<file path="src/rbp_params.svh">
// constants for the reset, brown-out and power-down controller
`ifndef RBP_PARAMS_SVH
`define RBP_PARAMS_SVH

// timing
`define RBP_CLK_PERIOD_NS 8
`define RBP_PIN_FILTER_NS 32000
`define RBP_PIN_FILTER_CYC (`RBP_PIN_FILTER_NS / `RBP_CLK_PERIOD_NS)
`define RBP_BOD_MIN_CYC 20
`define RBP_WDT_HOLD_TICKS 6'h3f
`define RBP_FILT_W 13

// register byte offsets
`define RBP_OFF_RST_SRC 8'h00
`define RBP_OFF_BOD_CTL 8'h04
`define RBP_OFF_PWR_CTL 8'h08
`define RBP_OFF_PORT_SRC 8'h0c
`define RBP_OFF_TMR_STS 8'h10
`define RBP_OFF_WATCHDOG_CONTROL 8'h14
`define RBP_OFF_UNLOCK 8'h18
`define RBP_OFF_INT_STS 8'h1c
`define RBP_OFF_INT_MSK 8'h20

// reset source status fields
`define RBP_RST_POR_BIT 0
`define RBP_RST_PIN_BIT 1
`define RBP_RST_WDT_BIT 2
`define RBP_RST_BOD_BIT 3
`define RBP_RST_SRC_RESET 4'h1

// brown-out control fields
`define RBP_BOD_EXT_BIT 0
`define RBP_BOD_SEL_LO 1
`define RBP_BOD_RSTEN_BIT 3
`define RBP_BOD_IF_BIT 4
`define RBP_BOD_OK_BIT 6
`define RBP_BOD_SEL_HI_BIT 7

// user configuration word fields
`define RBP_CFG_EXT_BIT 23
`define RBP_CFG_SEL_LO 21
`define RBP_CFG_RSTEN_BIT 20
`define RBP_CFG_SEL_HI_BIT 19

// power control fields
`define RBP_PWR_POWER_DOWN_ENABLE_BIT 7
`define RBP_PWR_STATE_LO 8

// timer status, watchdog control
`define RBP_TMR_TIF_BIT 0
`define RBP_TMR_TIMER_WAKE_FLAG_BIT 1
`define RBP_WDT_WKF_BIT 5

// write-protect key, arbitrary value
`define RBP_UNLOCK_KEY 8'h3c

// interrupt status fields
`define RBP_INT_BOD_BIT 0
`define RBP_INT_WAKE_BIT 1
`define RBP_INT_REFUSE_BIT 2
`define RBP_INT_W 3

`endif

</file>
<file path="src/rbp_pkg.sv">
// types for the reset, brown-out and power-down controller
package rbp_pkg;
    typedef enum logic [1:0] {
        PWR_NORMAL = 2'b00,
        PWR_IDLE = 2'b01,
        PWR_PDOWN = 2'b10
    } rbp_pwr_state_t;
endpackage

</file>
<file path="src/rbp_deglitch.sv">
// de-glitch filter: output follows input only after a stable run
module rbp_deglitch #(
    parameter int CNT_W = 13,
    parameter bit INIT = 1'b1
) (
    // clock and reset
    input wire logic clk,
    input wire logic rst_n,
    input wire logic ce,
    // sampled input and slow oscillator tick
    input wire logic sample_in,
    input wire logic slow_tick,
    input wire logic use_slow,
    input wire logic [CNT_W-1:0] limit,
    // filtered level
    output logic filtered
);
    logic [CNT_W-1:0] cnt;
    logic [1:0] ticks;

    // flips after limit+1 differing cycles (and two slow edges if use_slow)
    always_ff @(posedge clk or negedge rst_n) begin
        if (!rst_n) begin
            filtered <= INIT;
            cnt <= '0;
            ticks <= 2'h0;
        end else if (ce) begin
            if (sample_in == filtered) begin
                cnt <= '0;
                ticks <= 2'h0;
            end else if (cnt == limit && (!use_slow || ticks == 2'h2)) begin
                filtered <= sample_in;
                cnt <= '0;
                ticks <= 2'h0;
            end else begin
                if (cnt != limit) begin
                    cnt <= cnt + 1'b1;
                end
                if (slow_tick && ticks != 2'h2) begin
                    ticks <= ticks + 2'h1;
                end
            end
        end
    end
endmodule

</file>
<file path="src/rbp_top.sv">
// reset, brown-out and power-down controller with apb registers
//
// The APB slave port and the address map were left to the implementer.
`include "rbp_params.svh"

// Notes on behaviour
// pin low over 32 us resets
// pin high over 32 us releases reset
// pin reset sets pin reset flag
// brown-out threshold fields in brown-out control
// supply low past de-glitch resets if enabled
// hold brown-out reset until supply recovers stably
// brown-out defaults load from configuration word
// idle halts cpu; power-down halts most
// listed interrupts wake from power-down
// power-down only on enable plus wfi
// brown-out flag cleared by writing one
// port source bit cleared by writing one
// timer wake and interrupt flags write-one-clear
// watchdog wake flag cleared only when unlocked
// reset asserts at once, releases synchronously
// watchdog reset held 63 slow periods
module rbp_top (
    // clock, reset, enable
    input wire logic pclk,
    input wire logic presetn,
    input wire logic pclken,
    // apb slave
    input wire logic psel,
    input wire logic penable,
    input wire logic pwrite,
    input wire logic [7:0] paddr,
    input wire logic [31:0] pwdata,
    output logic [31:0] prdata,
    output logic pready,
    output logic pslverr,
    // pins and analog
    input wire logic ext_reset_pin_n,
    input wire logic supply_below_threshold,
    input wire logic slow_internal_osc,
    input wire logic [31:0] user_config_word0,
    output logic [2:0] brownout_threshold_sel,
    output logic brownout_threshold_ext,
    // cpu and wake sources
    input wire logic cpu_wfi,
    input wire logic cpu_irq,
    input wire logic wdt_int,
    input wire logic wdt_timeout,
    input wire logic i2c_int,
    input wire logic timer_int,
    input wire logic uart_int,
    input wire logic [7:0] gpio_int,
    // reset and power outputs
    output logic sys_reset_n,
    output logic cpu_clk_en,
    output logic fast_clk_en,
    output logic flash_en,
    output logic gpio_en,
    output logic periph_en,
    output logic core_regulator_en,
    output logic sram_retain,
    output logic irq
);
    function automatic logic hit(input logic [7:0] addr, input logic [7:0] off);
        hit = (addr == off);
    endfunction

    logic pin_q1, pin_q2, sup_q1, sup_q2, slow_q1, slow_q2, slow_q3;
    logic slow_tick, pin_filt, sup_filt, sup_filt_d, pin_filt_d;
    logic bod_event, rst_req, rel_q1, rel_q2, cfg_loaded, bod_hold;
    logic [5:0] wdt_hold;
    logic [3:0] reset_source_status;
    logic [2:0] bod_sel;
    logic bod_ext, brownout_reset_enable, brownout_int_flag;
    logic power_down_enable, unlocked, watchdog_wake_flag;
    logic timer_wake_flag, timer_int_flag;
    logic [7:0] port_int_source;
    logic [`RBP_INT_W-1:0] int_status, int_mask, int_event;
    logic ack, acc, wr, rd, addr_ok, pd_wake, wake_pending, pd_refused, wake_evt;
    logic [31:0] next_prdata;
    rbp_pkg::rbp_pwr_state_t state, next_state;

    // input synchronisers
    always_ff @(posedge pclk or negedge presetn) begin
        if (!presetn) begin
            pin_q1 <= 1'b1;
            pin_q2 <= 1'b1;
            sup_q1 <= 1'b1;
            sup_q2 <= 1'b1;
            slow_q1 <= 1'b0;
            slow_q2 <= 1'b0;
            slow_q3 <= 1'b0;
        end else if (pclken) begin
            pin_q1 <= ext_reset_pin_n;
            pin_q2 <= pin_q1;
            sup_q1 <= ~supply_below_threshold;
            sup_q2 <= sup_q1;
            slow_q1 <= slow_internal_osc;
            slow_q2 <= slow_q1;
            slow_q3 <= slow_q2;
        end
    end
    assign slow_tick = slow_q2 & ~slow_q3;

    rbp_deglitch #(.CNT_W(`RBP_FILT_W), .INIT(1'b1)) u_pin_filt (
        .clk(pclk),
        .rst_n(presetn),
        .ce(pclken),
        .sample_in(pin_q2),
        .slow_tick(slow_tick),
        .use_slow(1'b0),
        .limit(`RBP_FILT_W'(`RBP_PIN_FILTER_CYC)),
        .filtered(pin_filt)
    );

    rbp_deglitch #(.CNT_W(`RBP_FILT_W), .INIT(1'b1)) u_bod_filt (
        .clk(pclk),
        .rst_n(presetn),
        .ce(pclken),
        .sample_in(sup_q2),
        .slow_tick(slow_tick),
        .use_slow(1'b1),
        .limit(`RBP_FILT_W'(`RBP_BOD_MIN_CYC)),
        .filtered(sup_filt)
    );

    always_ff @(posedge pclk or negedge presetn) begin
        if (!presetn) begin
            sup_filt_d <= 1'b1;
            pin_filt_d <= 1'b1;
            bod_hold <= 1'b0;
        end else if (pclken) begin
            sup_filt_d <= sup_filt;
            pin_filt_d <= pin_filt;
            // latched so the enable reloaded in reset cannot cut the hold short
            bod_hold <= ~sup_filt & (bod_hold | brownout_reset_enable);
        end
    end
    assign bod_event = sup_filt_d & ~sup_filt;

    // watchdog reset hold counted in slow periods
    always_ff @(posedge pclk or negedge presetn) begin
        if (!presetn) begin
            wdt_hold <= 6'h00;
        end else if (pclken) begin
            if (wdt_timeout) begin
                wdt_hold <= `RBP_WDT_HOLD_TICKS;
            end else if (slow_tick && wdt_hold != 6'h00) begin
                wdt_hold <= wdt_hold - 6'h01;
            end
        end
    end

    assign rst_req = ~pin_filt | bod_hold | (wdt_hold != 6'h00);

    // release passes two flops, assertion is immediate
    always_ff @(posedge pclk or negedge presetn) begin
        if (!presetn) begin
            rel_q1 <= 1'b0;
            rel_q2 <= 1'b0;
        end else if (pclken) begin
            rel_q1 <= ~rst_req;
            rel_q2 <= rel_q1 & ~rst_req;
        end
    end
    assign sys_reset_n = rel_q2 & ~rst_req;

    // apb handshake: one wait state per access
    always_ff @(posedge pclk or negedge presetn) begin
        if (!presetn) begin
            ack <= 1'b0;
            prdata <= 32'h0000_0000;
            pslverr <= 1'b0;
        end else if (pclken) begin
            if (psel && penable && !ack) begin
                ack <= 1'b1;
                prdata <= pwrite ? 32'h0000_0000 : next_prdata;
                pslverr <= ~addr_ok;
            end else begin
                ack <= 1'b0;
                pslverr <= 1'b0;
            end
        end
    end
    assign pready = ack & pclken;
    assign acc = psel & penable & ack & addr_ok;
    assign wr = acc & pwrite;
    assign rd = acc & ~pwrite;

    always_comb begin
        next_prdata = 32'h0000_0000;
        addr_ok = 1'b1;
        if (hit(paddr, `RBP_OFF_RST_SRC)) begin
            next_prdata[3:0] = reset_source_status;
        end else if (hit(paddr, `RBP_OFF_BOD_CTL)) begin
            next_prdata[`RBP_BOD_EXT_BIT] = bod_ext;
            next_prdata[`RBP_BOD_SEL_LO +: 2] = bod_sel[1:0];
            next_prdata[`RBP_BOD_RSTEN_BIT] = brownout_reset_enable;
            next_prdata[`RBP_BOD_IF_BIT] = brownout_int_flag;
            next_prdata[`RBP_BOD_OK_BIT] = sup_filt;
            next_prdata[`RBP_BOD_SEL_HI_BIT] = bod_sel[2];
        end else if (hit(paddr, `RBP_OFF_PWR_CTL)) begin
            next_prdata[`RBP_PWR_POWER_DOWN_ENABLE_BIT] = power_down_enable;
            next_prdata[`RBP_PWR_STATE_LO +: 2] = state;
        end else if (hit(paddr, `RBP_OFF_PORT_SRC)) begin
            next_prdata[7:0] = port_int_source;
        end else if (hit(paddr, `RBP_OFF_TMR_STS)) begin
            next_prdata[`RBP_TMR_TIF_BIT] = timer_int_flag;
            next_prdata[`RBP_TMR_TIMER_WAKE_FLAG_BIT] = timer_wake_flag;
        end else if (hit(paddr, `RBP_OFF_WATCHDOG_CONTROL)) begin
            next_prdata[`RBP_WDT_WKF_BIT] = watchdog_wake_flag;
        end else if (hit(paddr, `RBP_OFF_UNLOCK)) begin
            next_prdata[0] = unlocked;
        end else if (hit(paddr, `RBP_OFF_INT_STS)) begin
            next_prdata[`RBP_INT_W-1:0] = int_status;
        end else if (hit(paddr, `RBP_OFF_INT_MSK)) begin
            next_prdata[`RBP_INT_W-1:0] = int_mask;
        end else begin
            addr_ok = 1'b0;
        end
    end

    // reset source flags survive system reset, cleared by writing one
    always_ff @(posedge pclk or negedge presetn) begin
        if (!presetn) begin
            reset_source_status <= `RBP_RST_SRC_RESET;
        end else if (pclken) begin
            if (wr && hit(paddr, `RBP_OFF_RST_SRC)) begin
                reset_source_status <= reset_source_status & ~pwdata[3:0];
            end
            if (pin_filt_d && !pin_filt) begin
                reset_source_status[`RBP_RST_PIN_BIT] <= 1'b1;
            end
            if (wdt_timeout) begin
                reset_source_status[`RBP_RST_WDT_BIT] <= 1'b1;
            end
            if (bod_event && brownout_reset_enable) begin
                reset_source_status[`RBP_RST_BOD_BIT] <= 1'b1;
            end
        end
    end

    // brown-out settings, reloaded from the configuration word in reset
    always_ff @(posedge pclk or negedge presetn) begin
        if (!presetn) begin
            cfg_loaded <= 1'b0;
            bod_sel <= 3'h0;
            bod_ext <= 1'b0;
            brownout_reset_enable <= 1'b0;
        end else if (pclken) begin
            cfg_loaded <= 1'b1;
            if (rst_req || !cfg_loaded) begin
                bod_ext <= user_config_word0[`RBP_CFG_EXT_BIT];
                bod_sel[1:0] <= user_config_word0[`RBP_CFG_SEL_LO +: 2];
                bod_sel[2] <= user_config_word0[`RBP_CFG_SEL_HI_BIT];
                brownout_reset_enable <= user_config_word0[`RBP_CFG_RSTEN_BIT];
            end else if (wr && hit(paddr, `RBP_OFF_BOD_CTL)) begin
                bod_ext <= pwdata[`RBP_BOD_EXT_BIT];
                bod_sel[1:0] <= pwdata[`RBP_BOD_SEL_LO +: 2];
                bod_sel[2] <= pwdata[`RBP_BOD_SEL_HI_BIT];
                brownout_reset_enable <= pwdata[`RBP_BOD_RSTEN_BIT];
            end
        end
    end
    assign brownout_threshold_sel = bod_sel;
    assign brownout_threshold_ext = bod_ext;

    // wake flags; a set in the same cycle beats the clear
    always_ff @(posedge pclk or negedge presetn) begin
        if (!presetn) begin
            brownout_int_flag <= 1'b0;
            timer_int_flag <= 1'b0;
            timer_wake_flag <= 1'b0;
            watchdog_wake_flag <= 1'b0;
            unlocked <= 1'b0;
            power_down_enable <= 1'b0;
            int_mask <= '0;
        end else if (pclken) begin
            if (bod_event) begin
                brownout_int_flag <= 1'b1;
            end else if (wr && hit(paddr, `RBP_OFF_BOD_CTL) && pwdata[`RBP_BOD_IF_BIT]) begin
                brownout_int_flag <= 1'b0;
            end
            if (timer_int) begin
                timer_int_flag <= 1'b1;
            end else if (wr && hit(paddr, `RBP_OFF_TMR_STS) && pwdata[`RBP_TMR_TIF_BIT]) begin
                timer_int_flag <= 1'b0;
            end
            if (timer_int && state == rbp_pkg::PWR_PDOWN) begin
                timer_wake_flag <= 1'b1;
            end else if (wr && hit(paddr, `RBP_OFF_TMR_STS) && pwdata[`RBP_TMR_TIMER_WAKE_FLAG_BIT]) begin
                timer_wake_flag <= 1'b0;
            end
            if (wdt_int && state == rbp_pkg::PWR_PDOWN) begin
                watchdog_wake_flag <= 1'b1;
            end else if (wr && hit(paddr, `RBP_OFF_WATCHDOG_CONTROL) && unlocked
                         && pwdata[`RBP_WDT_WKF_BIT]) begin
                watchdog_wake_flag <= 1'b0;
            end
            if (wr && hit(paddr, `RBP_OFF_UNLOCK)) begin
                unlocked <= (pwdata[7:0] == `RBP_UNLOCK_KEY);
            end
            if (wr && hit(paddr, `RBP_OFF_PWR_CTL)) begin
                power_down_enable <= pwdata[`RBP_PWR_POWER_DOWN_ENABLE_BIT];
            end
            if (wr && hit(paddr, `RBP_OFF_INT_MSK)) begin
                int_mask <= pwdata[`RBP_INT_W-1:0];
            end
        end
    end

    genvar g;
    generate
        for (g = 0; g < 8; g++) begin : g_port
            always_ff @(posedge pclk or negedge presetn) begin
                if (!presetn) begin
                    port_int_source[g] <= 1'b0;
                end else if (pclken) begin
                    if (gpio_int[g]) begin
                        port_int_source[g] <= 1'b1;
                    end else if (wr && hit(paddr, `RBP_OFF_PORT_SRC) && pwdata[g]) begin
                        port_int_source[g] <= 1'b0;
                    end
                end
            end
        end
    endgenerate

    // power mode sequencing
    assign pd_wake = wdt_int | i2c_int | timer_int | uart_int | bod_event | (|gpio_int);
    assign wake_pending = brownout_int_flag | (|port_int_source) | timer_int_flag
                          | timer_wake_flag | watchdog_wake_flag;
    assign pd_refused = cpu_wfi & power_down_enable & wake_pending
                        & (state == rbp_pkg::PWR_NORMAL);

    always_comb begin
        next_state = state;
        unique case (state)
            rbp_pkg::PWR_NORMAL: begin
                if (cpu_wfi && power_down_enable && !wake_pending) begin
                    next_state = rbp_pkg::PWR_PDOWN;
                end else if (cpu_wfi && !power_down_enable) begin
                    next_state = rbp_pkg::PWR_IDLE;
                end
            end
            rbp_pkg::PWR_IDLE: begin
                if (cpu_irq || pd_wake) begin
                    next_state = rbp_pkg::PWR_NORMAL;
                end
            end
            rbp_pkg::PWR_PDOWN: begin
                if (pd_wake) begin
                    next_state = rbp_pkg::PWR_NORMAL;
                end
            end
            default: next_state = rbp_pkg::PWR_NORMAL;
        endcase
        if (rst_req) begin
            next_state = rbp_pkg::PWR_NORMAL;
        end
    end

    always_ff @(posedge pclk or negedge presetn) begin
        if (!presetn) begin
            state <= rbp_pkg::PWR_NORMAL;
        end else if (pclken) begin
            state <= next_state;
        end
    end
    assign wake_evt = (state == rbp_pkg::PWR_PDOWN) && (next_state == rbp_pkg::PWR_NORMAL);

    // clock and unit enables from the mode; regulator and sram retention are tied on
    assign cpu_clk_en = (state == rbp_pkg::PWR_NORMAL);
    assign fast_clk_en = (state != rbp_pkg::PWR_PDOWN);
    assign flash_en = fast_clk_en;
    assign gpio_en = fast_clk_en;
    assign periph_en = fast_clk_en;
    assign core_regulator_en = 1'b1;
    assign sram_retain = 1'b1;

    // interrupt status, cleared by a read, set wins
    assign int_event = {pd_refused, wake_evt, bod_event};
    always_ff @(posedge pclk or negedge presetn) begin
        if (!presetn) begin
            int_status <= '0;
        end else if (pclken) begin
            if (rd && hit(paddr, `RBP_OFF_INT_STS)) begin
                int_status <= int_event;
            end else begin
                int_status <= int_status | int_event;
            end
        end
    end
    assign irq = |(int_status & int_mask);
endmodule

</file>
<file path="config.mk">
export PLATFORM = sky130hd
export DESIGN_NAME = rbp_top
export DESIGN_NICKNAME = d
export VERILOG_FILES = /design/src/rbp_pkg.sv /design/src/rbp_deglitch.sv /design/src/rbp_top.sv
export VERILOG_INCLUDE_DIRS = /design/src /design/src/src
export SDC_FILE = /design/constraint.sdc
export NUM_CORES = 1
export LEC_CHECK = 0
export ABC_CLOCK_PERIOD_IN_PS = 3800
export BUFFER_PORTS_ARGS = -buffer_cell sky130_fd_sc_hd__clkbuf_2
export CORE_MARGIN = 2
export CORE_UTILIZATION = 45
export CTS_CLUSTER_SIZE = 8
export DETAILED_ROUTE_END_ITERATION = 10
export GPL_TIMING_DRIVEN = 0
export PLACE_DENSITY = 0.78
export RECOVER_POWER = 25
export SYNTH_ARGS = -nofsm -noshare
export SYNTH_HDL_FRONTEND = slang
export SYNTH_SLANG_ARGS = --single-unit
</file>
<file path="constraint.sdc">
create_clock -name pclk -period 3.8 [get_ports pclk]
set_input_delay 0.19 -clock pclk [delete_from_list [all_inputs] [get_ports pclk]]
set_output_delay 0.19 -clock pclk [all_outputs]
set_load 0.02 [all_outputs]
</file>
# Word-level counts from Yosys, hierarchy flattened
# Cells that the tools add are included.
[classes] add_sub_neg=4 eq_ne=20 muxes=93 n_bitwise=39 reduce_logical=96
[op_table] operator="$mux 13" count=6
[op_table] operator="$reduce_and 2->1" count=25
[op_table] operator="$mux 1" count=49
[op_table] operator="$mux 3" count=14
[op_table] operator="$logic_and 1x1->1" count=35
[op_table] operator="$reduce_bool 2->1" count=17
[op_table] operator="$eq 8x5->1 const B" count=4
[op_table] operator="$mux 2" count=15
[op_table] operator="$add 13x1->13 const B" count=2
[op_table] operator="$mux 6" count=3
[op_table] operator="$eq 8x4->1 const B" count=2
[op_table] operator="$eq 8x6->1 const B" count=2
[op_table] operator="$reduce_or 8->1" count=2
[op_table] operator="$and 1x1->1" count=14
[op_table] operator="$eq 13x12->1 const B" count=1
[op_table] operator="$eq 13x5->1 const B" count=1
[op_table] operator="$ne 13x12->1 const B" count=1
[op_table] operator="$ne 13x5->1 const B" count=1
[op_table] operator="$or 1x1->1" count=12
[op_table] operator="$mux 10" count=1
[op_table] operator="$not 1->1" count=9
[op_table] operator="$reduce_bool 3->1" count=3
[op_table] operator="$eq 8x3->1 const B" count=1
[op_table] operator="$logic_not 8->1" count=1
[op_table] operator="20 further kinds" count=31
[word_totals] reg_bits=114 in_bits=96 output_inout_bits=47 wordCells=298

# Logic depth before layout (Yosys ltp)
# Gate-level depths: netlist of the first run.
[logic_depth] word_depth=18 depth_mapped=8 mapped_depth_nobuf=7

# Hierarchy
# From an unflattened synthesis of the first run, not the netlist that was laid out.
[hier_totals] cells_unflattened=602 area_unflattened_um2=5883.1
[by_module_without_submodules] module="rbp_top" instances=1 cells_per_inst=332 area_each_um2=3432.0 seq_area_each_um2=1560.2
[by_module_without_submodules] module="rbp_deglitch at u_bod_filt" instances=1 cells_per_inst=137 area_each_um2=1249.9 seq_area_each_um2=401.6
[by_module_without_submodules] module="rbp_deglitch at u_pin_filt" instances=1 cells_per_inst=133 area_each_um2=1201.2 seq_area_each_um2=401.6

# Least setup slack after synthesis of the first run
# OpenSTA, ideal clock, no wires.
[synth_timing] kind="register to output" from="register wdt_hold[0]" to="output sys_reset_n" t_arrival_ns=1.804 t_required_ns=3.610 slack_ns=1.806 stages_incl_launch_ff=5 path_buffers=0 cell_sequence="dfrtp_1 -> inv_1 -> ha_1 -> or4b_4 -> nor4_1"
[synth_between] elab_chain_len=4
[synth_lines] item="start: declaration" line_no="rbp_top.sv:71" rtl="logic [5:0] wdt_hold;"
[synth_lines] item="start signal: assignment" line_no="rbp_top.sv:147" rtl="wdt_hold <= `RBP_WDT_HOLD_TICKS;"
[synth_lines] item="start signal: assignment" line_no="rbp_top.sv:149" rtl="wdt_hold <= wdt_hold - 6'h01;"
[synth_lines] item="$reduce_bool 6->1" line_no="rbp_top.sv:154" rtl="assign rst_req = ~pin_filt | bod_hold | (wdt_hold != 6'h00);"
[synth_lines] item="$or 1x1->1" line_no="rbp_top.sv:154"
[synth_lines] item="$not 1->1" line_no="rbp_top.sv:166" rtl="assign sys_reset_n = rel_q2 & ~rst_req;"
[synth_lines] item="$and 1x1->1" line_no="rbp_top.sv:166"
[synth_lines] item="end: declaration" line_no="rbp_top.sv:54" rtl="output logic sys_reset_n,"
# No other way between the ends.

# Worst setup path in the final report of the first run
# Same ends and word-level chain as after synthesis.

==> impl_metrics.py, run 1 <==
metrics = {
    "cells_and_area": {
        "layout_commonest_cell": "dfrtp_1",
        "area_growth_pct": 18.0,
        "final_cell_mix": "83 x dfrtp_1, 78 x nand2_1, 63 x clkbuf_2, 42 x o21ai_0, 38 x nor2_1",
        "final_area_um2": 6070,
        "antenna_cells": 0,
        "utilization_pct": 53.9,
        "layout-drive-gt1-share_pct": 23.7,
        "fin_nets": 753,
    },
    "sta": {
        "final-setup-viol-count": 0,
        "finalMaxSlewViolations": 0,
        "setup_tns_ns": 0,
        "finalCritPeriodShare_pct": 59.4,
        "max_slew_margin_pct": 3.47,
        "post-route-min-period_ns": 2.26,
        "hold_viol_final": 0,
        "finClkSkew_ns": 0.00900,
        "fmax_mhz": 443,
        "rsz0062_at_grt": "no",
        "worstMarginPinSlew_ns": 1.45,
    },
    "route": {
        "drtIter0Drc": 370,
        "first_pass_iters": 5,
        "vias": 4573,
        "drtAntennaViolNets": 0,
        "wire_per_inst_um": 16.6,
        "route.detailed.drc": 0,
        "detail_route.vias_per_cell": 5.72,
        "drt-total-wl_um": 13300,
    },
    "critical_path": {
        "cp_slowest_stage_delay_ns": 0.50,
        "crit_required_ns": 3.61,
        "cp.arrival_ns": 2.07,
        "regToRegSetupSlack_ns": 1.62,
        "path_cells": "inv_1, ha_1, or4b_4, nor4_1, clkbuf_2",
        "worstSetupEndpointType": "primary output",
        "worstSetupStartpointType": "flip-flop",
        "crit_family": "simple AND/OR/NAND/NOR gates",
        "cp_max_fo": 4,
        "cp_slowest_cell": "or4b_4",
        "criticalPathCategory": "reg2out",
        "crit_buf_inv": 2,
    },
    "power_and_ir_drop": {
        "power_density_nw_per_um2": 377,
        "ir_worst_vdd_uv": 323,
        "cellLeakagePower_nw": 2.68,
    },
    "yosys": {
        "synth_cells": 551,
        "synth_cell_types": 64,
        "synth_top_family_by_area": "simple AND/OR/NAND/NOR gates",
        "synthMuxAreaShare_pct": 5.22,
        "synth_edf_count": 0,
        "synth_top_area_cell": "dfrtp_1",
        "avgSynthCellArea_um2": 9.35,
        "synth_simple_gate_area_share_pct": 21.9,
        "synth_area_leaders": "dfrtp_1 40%, nand2_1 5.7%, dfstp_2 4.6%",
        "synth_compound_area_share_pct": 17.3,
        "yosys.area.top_type_share_pct": 40.3,
        "synth-xor-area-share_pct": 1.53,
        "synth.cell_area_um2": 5150,
        "yosysWarnings": 0,
        "async_flop_share_pct": 100,
        "ys_seq_area_share_pct": 44.9,
        "synthFlopType": "dfrtp_1",
        "synth_fa_ha_area_share_pct": 1.21,
        "ys_seq_elements": 92,
    },
    "grt": {
        "grt_use_met1_pct": 30.7,
        "grt_use_met2_pct": 36.1,
        "grt_use_total_pct": 22.2,
        "antenna_found_initial": 0,
        "gr-usage-met3_pct": 4.87,
        "grt_pass1_wl_um": 22200,
        "grt_pass1_vias": 4419,
        "grt_start_max_net_pins": 69,
        "grt-busiest-layer": "met2",
        "gr-total-overflow": 0,
    },
    "floorplan": {
        "die_w_um": 111,
        "core_area_um2": 11300,
        "die_h_um": 111,
        "die_area_um2": 12300,
        "io_pins": 143,
        "start_util_pct": 45.7,
        "rows": 39,
    },
    "clock_tree": {
        "cts_max_level": 3,
        "clock_latency_ns": 0.35,
        "max-clock-path-buffers": 2,
        "clk_pin_slew_worst_paths_ns": 0.07,
        "clockRootBuffer": "clkbuf_16",
        "cts_made_buffers": 9,
        "cts_tree": "built",
        "clkSinkCount": 92,
    },
    "place": {
        "place.detailed.hpwl_um": 10000,
        "port_buffers": 66,
        "gp_congestion": 0.903,
        "place_area_um2": 5770,
    },
    "run": {
        "maxCapViolCount": 0,
    },
    "status": {
        "status": "completed",
    },
    "hold_path": {
        "hold_path.class": "in2reg",
    },
}
path summary, 6_finish.rpt:
kind                                               from                                     to  cells after the start
max in group asynchronous                       presetn                     sup_q1$_DFFE_PN1P_                      3
worst min register to register    prdata[7]$_DFFE_PN0P_                  prdata[7]$_DFFE_PN0P_                      2
worst max-delay path            wdt_hold[0]$_DFFE_PN0P_                            sys_reset_n                      5
min in group asynchronous                       presetn                  prdata[0]$_DFFE_PN0P_                      2
worst min-delay path             supply_below_threshold                     sup_q1$_DFFE_PN1P_                      2
worst max register to register  wdt_hold[0]$_DFFE_PN0P_  brownout_threshold_sel[1]$_DFFE_PN0P_                      8
final cells by class:
type                    count  area, µm²
well taps                 143        179
clock buffers              10        229
flip-flops and latches     92       2310
multi-input cells         408       2520
fillers                  1049       5200
inverters                  25       93.8
clock inverters             6       71.3
plain buffers              48        303
repair buffers             68        364
flip-flops by register name (all words and copies together) (netlist names), 2 cells and up:
register / flops
port_int_source: 8
reset_source_status: 4
u_bod_filt.cnt: 13
int_status: 3
u_bod_filt.ticks: 2
int_mask: 3
u_pin_filt.cnt: 13
state: 2
prdata: 10
wdt_hold: 6
brownout_threshold_sel: 3
report_power, final:
part	switching, mW	internal [mW]
Combinational	0.190	0.118
Sequential	0.0491	1.03
Clock	0.390	0.516
logic make-up after synthesis:
family / Yosys count
flops: 92
other cells: 2
buf+inv: 73
xor+xnor: 9
compound gates: 126
mux: 25
simple gates: 219
fa+ha+maj: 5
per-stage QoR:
step                setup slack (ns)  total power [mW]  cells  hold WS, ns
floorplan                       1.81              1.28    573       -0.106
global placement                1.48              1.38    782        0.355
detailed placement              1.61              1.40    783        0.161
CTS                             1.54              2.31    800      0.00124
global route                    1.45              2.40    800     0.000579
finish                          1.54              2.29    800      0.00888
layer usage:
| metal | share of wire (%) | up-vias |
|---|---|---|
| met1 | 45 | 2213 |
| met3 | 6.1 | 22 |
| met2 | 48 | 183 |
| met5 | 0 | - |
| met4 | 1.7 | 0 |
| li1 | - | 2155 |
cell usage after synthesis, drive strengths merged (2+ instances only):
library cell  count
nor3             15
and3              3
nor4bb            2
xnor2             3
a32oi             2
nand3            21
a21o              7
nand2            78
o211ai            2
conb              2
o2bb2ai           3
nor2b             4
a31oi             4
dfstp             9
a22o             15
nand2b            3
inv              25
clkbuf           15
a32o              3
nor2             43
a211oi            2
ha                5
nand3b            2
a221oi            5
mux2i            10
a21oi            14
nand4            13
and2              4
or3               4
dfrtp            83
buf              33
mux2             15
or4               5
xor2              6
a22oi             5
o31ai             9
nor4             17
o221ai            3
o21ai            43
timing repair:
| action | CTS | global route |
|---|---|---|
| resized for setup | 0 | 0 |
| hold buffers | 1 | 0 |
| endpoints found under the hold margin | 24 | 0 |
| buffers inserted | 0 | 0 |
Power figures use the tool's default switching activity.
==> run 2: changes to the inputs <==
--- a/config.mk
+++ b/config.mk
@@ -6,14 +6,15 @@
 export SDC_FILE = /design/constraint.sdc
 export NUM_CORES = 1
 export LEC_CHECK = 0
-export ABC_CLOCK_PERIOD_IN_PS = 3800
+export ABC_AREA = 1
+export ABC_CLOCK_PERIOD_IN_PS = 2000
 export BUFFER_PORTS_ARGS = -buffer_cell sky130_fd_sc_hd__clkbuf_2
 export CORE_MARGIN = 2
 export CORE_UTILIZATION = 45
 export CTS_CLUSTER_SIZE = 8
 export DETAILED_ROUTE_END_ITERATION = 10
 export GPL_TIMING_DRIVEN = 0
-export PLACE_DENSITY = 0.78
+export PLACE_DENSITY = 0.81
 export RECOVER_POWER = 25
 export SYNTH_ARGS = -nofsm -noshare
 export SYNTH_HDL_FRONTEND = slang
==> constraint.sdc (replaced) <==
create_clock -name pclk -period 2 [get_ports pclk]
set_input_delay 0.1 -clock pclk [delete_from_list [all_inputs] [get_ports pclk]]
set_output_delay 0.1 -clock pclk [all_outputs]
set_load 0.02 [all_outputs]
==> run 2 against run 1 <==
Final cell count is 17% higher; area after synthesis is 1.5% higher; register-to-register slack got worse by 1.5 ns; clock skew decreased by 0.0024 ns; hold slack better by 0.0046 ns; routed wire length shrank 0.50%; global-route usage down 0.86 points; total power grew 99%.
==> impl_metrics.py, run 2 <==
metrics = {
    "grt": {
        "grt_pass1_vias": 4542,
        "antenna_found_initial": 0,
        "grt_pass1_wl_um": 21600,
        "grt_use_total_pct": 21.3,
        "gr-total-overflow": 0,
        "grt_start_max_net_pins": 60,
    },
    "critical_path": {
        "cp_slowest_stage_delay_ns": 0.38,
        "worstSetupStartpointType": "flip-flop",
        "path_cells": "inv_1, ha_1, inv_1, nor2_2, nand3_2, nor4_2, clkbuf_2",
        "crit_top_cell": "inv_1",
        "crit_required_ns": 1.90,
        "cp_slowest_cell": "dfrtp_1",
        "criticalPathCategory": "reg2out",
        "worstSetupEndpointType": "primary output",
        "cp_max_fo": 3,
        "cp.arrival_ns": 1.80,
    },
    "cells_and_area": {
        "largestRegisters": "u_bod_filt.cnt x13, u_pin_filt.cnt x13, prdata x10",
        "final_cell_mix": "181 x nand2_1, 83 x dfrtp_1, 79 x inv_1, 56 x o21ai_0, 55 x nand3_1",
        "fin_nets": 890,
        "area_growth_pct": 20.0,
        "n_fill_cell": 1090,
        "antenna_cells": 0,
        "layout_commonest_cell": "nand2_1",
        "layout-drive-gt1-share_pct": 17.6,
    },
    "power_and_ir_drop": {
        "power_density_nw_per_um2": 728,
        "ir_worst_vdd_uv": 436,
        "power_mw": 4.56,
        "cellLeakagePower_nw": 2.99,
    },
    "yosys": {
        "synth_cell_types": 50,
        "synth_compound_area_share_pct": 11.9,
        "synth_top_area_cell": "dfrtp_1",
        "synth_simple_gate_area_share_pct": 30.3,
        "synth_edf_count": 0,
        "ys_seq_elements": 92,
        "synth_area_leaders": "dfrtp_1 40%, nand2_1 13%, inv_1 5.7%",
        "synth_fa_ha_area_share_pct": 1.20,
        "yosys-top-cells-count": "181 x nand2_1, 83 x dfrtp_1, 80 x inv_1",
        "yosys.area.top_type_share_pct": 39.7,
        "yosysWarnings": 0,
        "synth_cells": 677,
        "synthFlopType": "dfrtp_1",
        "avgSynthCellArea_um2": 7.72,
        "async_flop_share_pct": 100,
        "synth-xor-area-share_pct": 1.36,
        "synth_top_family_by_area": "simple AND/OR/NAND/NOR gates",
        "synth.cell_area_um2": 5230,
        "ys_seq_area_share_pct": 44.3,
        "yosysMostFrequentCell": "nand2_1",
        "synthMuxAreaShare_pct": 0,
    },
    "route": {
        "drtIter0Drc": 380,
        "vias": 4938,
        "route.detailed.drc": 0,
        "wire_per_inst_um": 14.1,
        "first_pass_iters": 5,
        "detail_route.vias_per_cell": 5.27,
        "drtAntennaViolNets": 0,
        "drt-total-wl_um": 13200,
    },
    "clock_tree": {
        "clock_latency_ns": 0.34,
        "clockRootBuffer": "clkbuf_16",
        "clkSinkCount": 92,
        "cts_max_level": 3,
        "clk_pin_slew_worst_paths_ns": 0.07,
        "cts_tree": "built",
        "max-clock-path-buffers": 2,
        "cts_made_buffers": 9,
    },
    "sta": {
        "final-setup-viol-count": 0,
        "finalMaxSlewViolations": 0,
        "setup_ws_ns": 0.0956,
        "fmax_mhz": 525,
        "finalCritPeriodShare_pct": 95.2,
        "hold_viol_final": 0,
        "worstMarginPinSlew_ns": 0.899,
        "max_slew_margin_pct": 40.1,
        "setup_tns_ns": 0,
        "finClkSkew_ns": 0.00660,
        "post-route-min-period_ns": 1.90,
    },
    "floorplan": {
        "start_util_pct": 46.0,
        "die_area_um2": 12500,
        "core_area_um2": 11400,
        "rows": 39,
        "die_h_um": 112,
        "die_w_um": 112,
        "io_pins": 143,
    },
    "place": {
        "port_buffers": 67,
        "gp_congestion": 0.900,
        "preCtsSetupSlack_ns": 0.0793,
        "place.detailed.hpwl_um": 9960,
    },
    "hold_path": {
        "hold_path.class": "in2reg",
    },
    "status": {
        "status": "completed",
    },
    "run": {
        "maxCapViolCount": 0,
    },
}
-- run 2: changes by cell type after synthesis, moves of 11 or more --
cell,change
o21ai_0,+17
a22o_1,-11
nand3_1,+36
nor2_1,+12
nand2_1,+103
mux2_2,-15
inv_1,+55
-- run 2: path summary, 6_finish.rpt --
check | to | startpoint | slack, ns | cells after the start
worst max-delay path | sys_reset_n | wdt_hold[1]$_DFFE_PN0P_ | 0.1 | 7
worst min-delay path | port_int_source[7]$_DFFE_PN0P_ | gpio_int[7] | 0.01 | 3
worst max register to register | brownout_threshold_sel[2]$_DFFE_PN0P_ | wdt_hold[1]$_DFFE_PN0P_ | 0.14 | 11
worst min register to register | reset_source_status[0]$_DFFE_PN1P_ | reset_source_status[0]$_DFFE_PN1P_ | 0.47 | 2
max in group asynchronous | pin_q2$_DFFE_PN1P_ | presetn | 0.76 | 3
min in group asynchronous | u_bod_filt.cnt[5]$_DFFE_PN0P_ | presetn | 0.42 | 2
-- run 2: final cells by class --
type	instances	area [µm²]	share of cell area (%)
inverter	81	304	4.85
buffer	40	269	4.29
clock buffer	9	225	3.59
timing repair buffer	79	453	7.22
multi-input combinational	486	2450	39.0
tap	143	179	2.85
sequential	92	2310	36.9
clock inverter	7	82.6	1.32
-- run 2: power by group --
group          total (mW)  switching (mW)  internal (mW)
Combinational       0.702           0.442          0.261
Sequential           2.10           0.115           1.99
Clock                1.76           0.772          0.989
Total                4.56            1.33           3.24
-- run 2: layer usage --
metal	GRT usage (%)	vias to the layer above	part of all wire, %
li1	-	2406	-
met1	27.1	2303	41
met2	36.7	194	50
met5	0	-	0
met4	7.41	0	3.0
met3	3.92	35	6.9
-- run 2: critical path: cells and delay by family, from the launching register on --
kind	cells	cell delay, ns
buffers and inverters	3	0.37
and+or+nand+nor	3	0.56
DFF	1	0.38
adders and majority gates	1	0.15
-- run 2: per-stage QoR --
stage	hold WS (ns)	instances	area, µm²	util [%]
after floorplan	-0.196	699	5310	-
after global placement	0.271	909	5820	51.2
after detailed placement	0.122	910	5850	51.5
after CTS	0.00414	936	6270	55.1
after global routing	0.0139	937	6270	55.2
final	0.0134	937	6270	55.2
-- run 2: cell families after synthesis --
| kind of cell | Yosys count |
|---|---|
| other cells | 2 |
| fa+ha+maj | 5 |
| simple gates | 343 |
| compound gates | 108 |
| flops | 92 |
| xor+xnor | 6 |
| buf+inv | 121 |
-- run 2: repair_timing --
| item | CTS | global route |
|---|---|---|
| gates cloned | 0 | 0 |
| gates resized for setup | 1 | 12 |
| hold buffers | 10 | 0 |
| pin swaps | 0 | 2 |
| setup buffers | 0 | 1 |
| setup endpoints to repair | 1 | 6 |
| hold endpoints to repair | 40 | 0 |
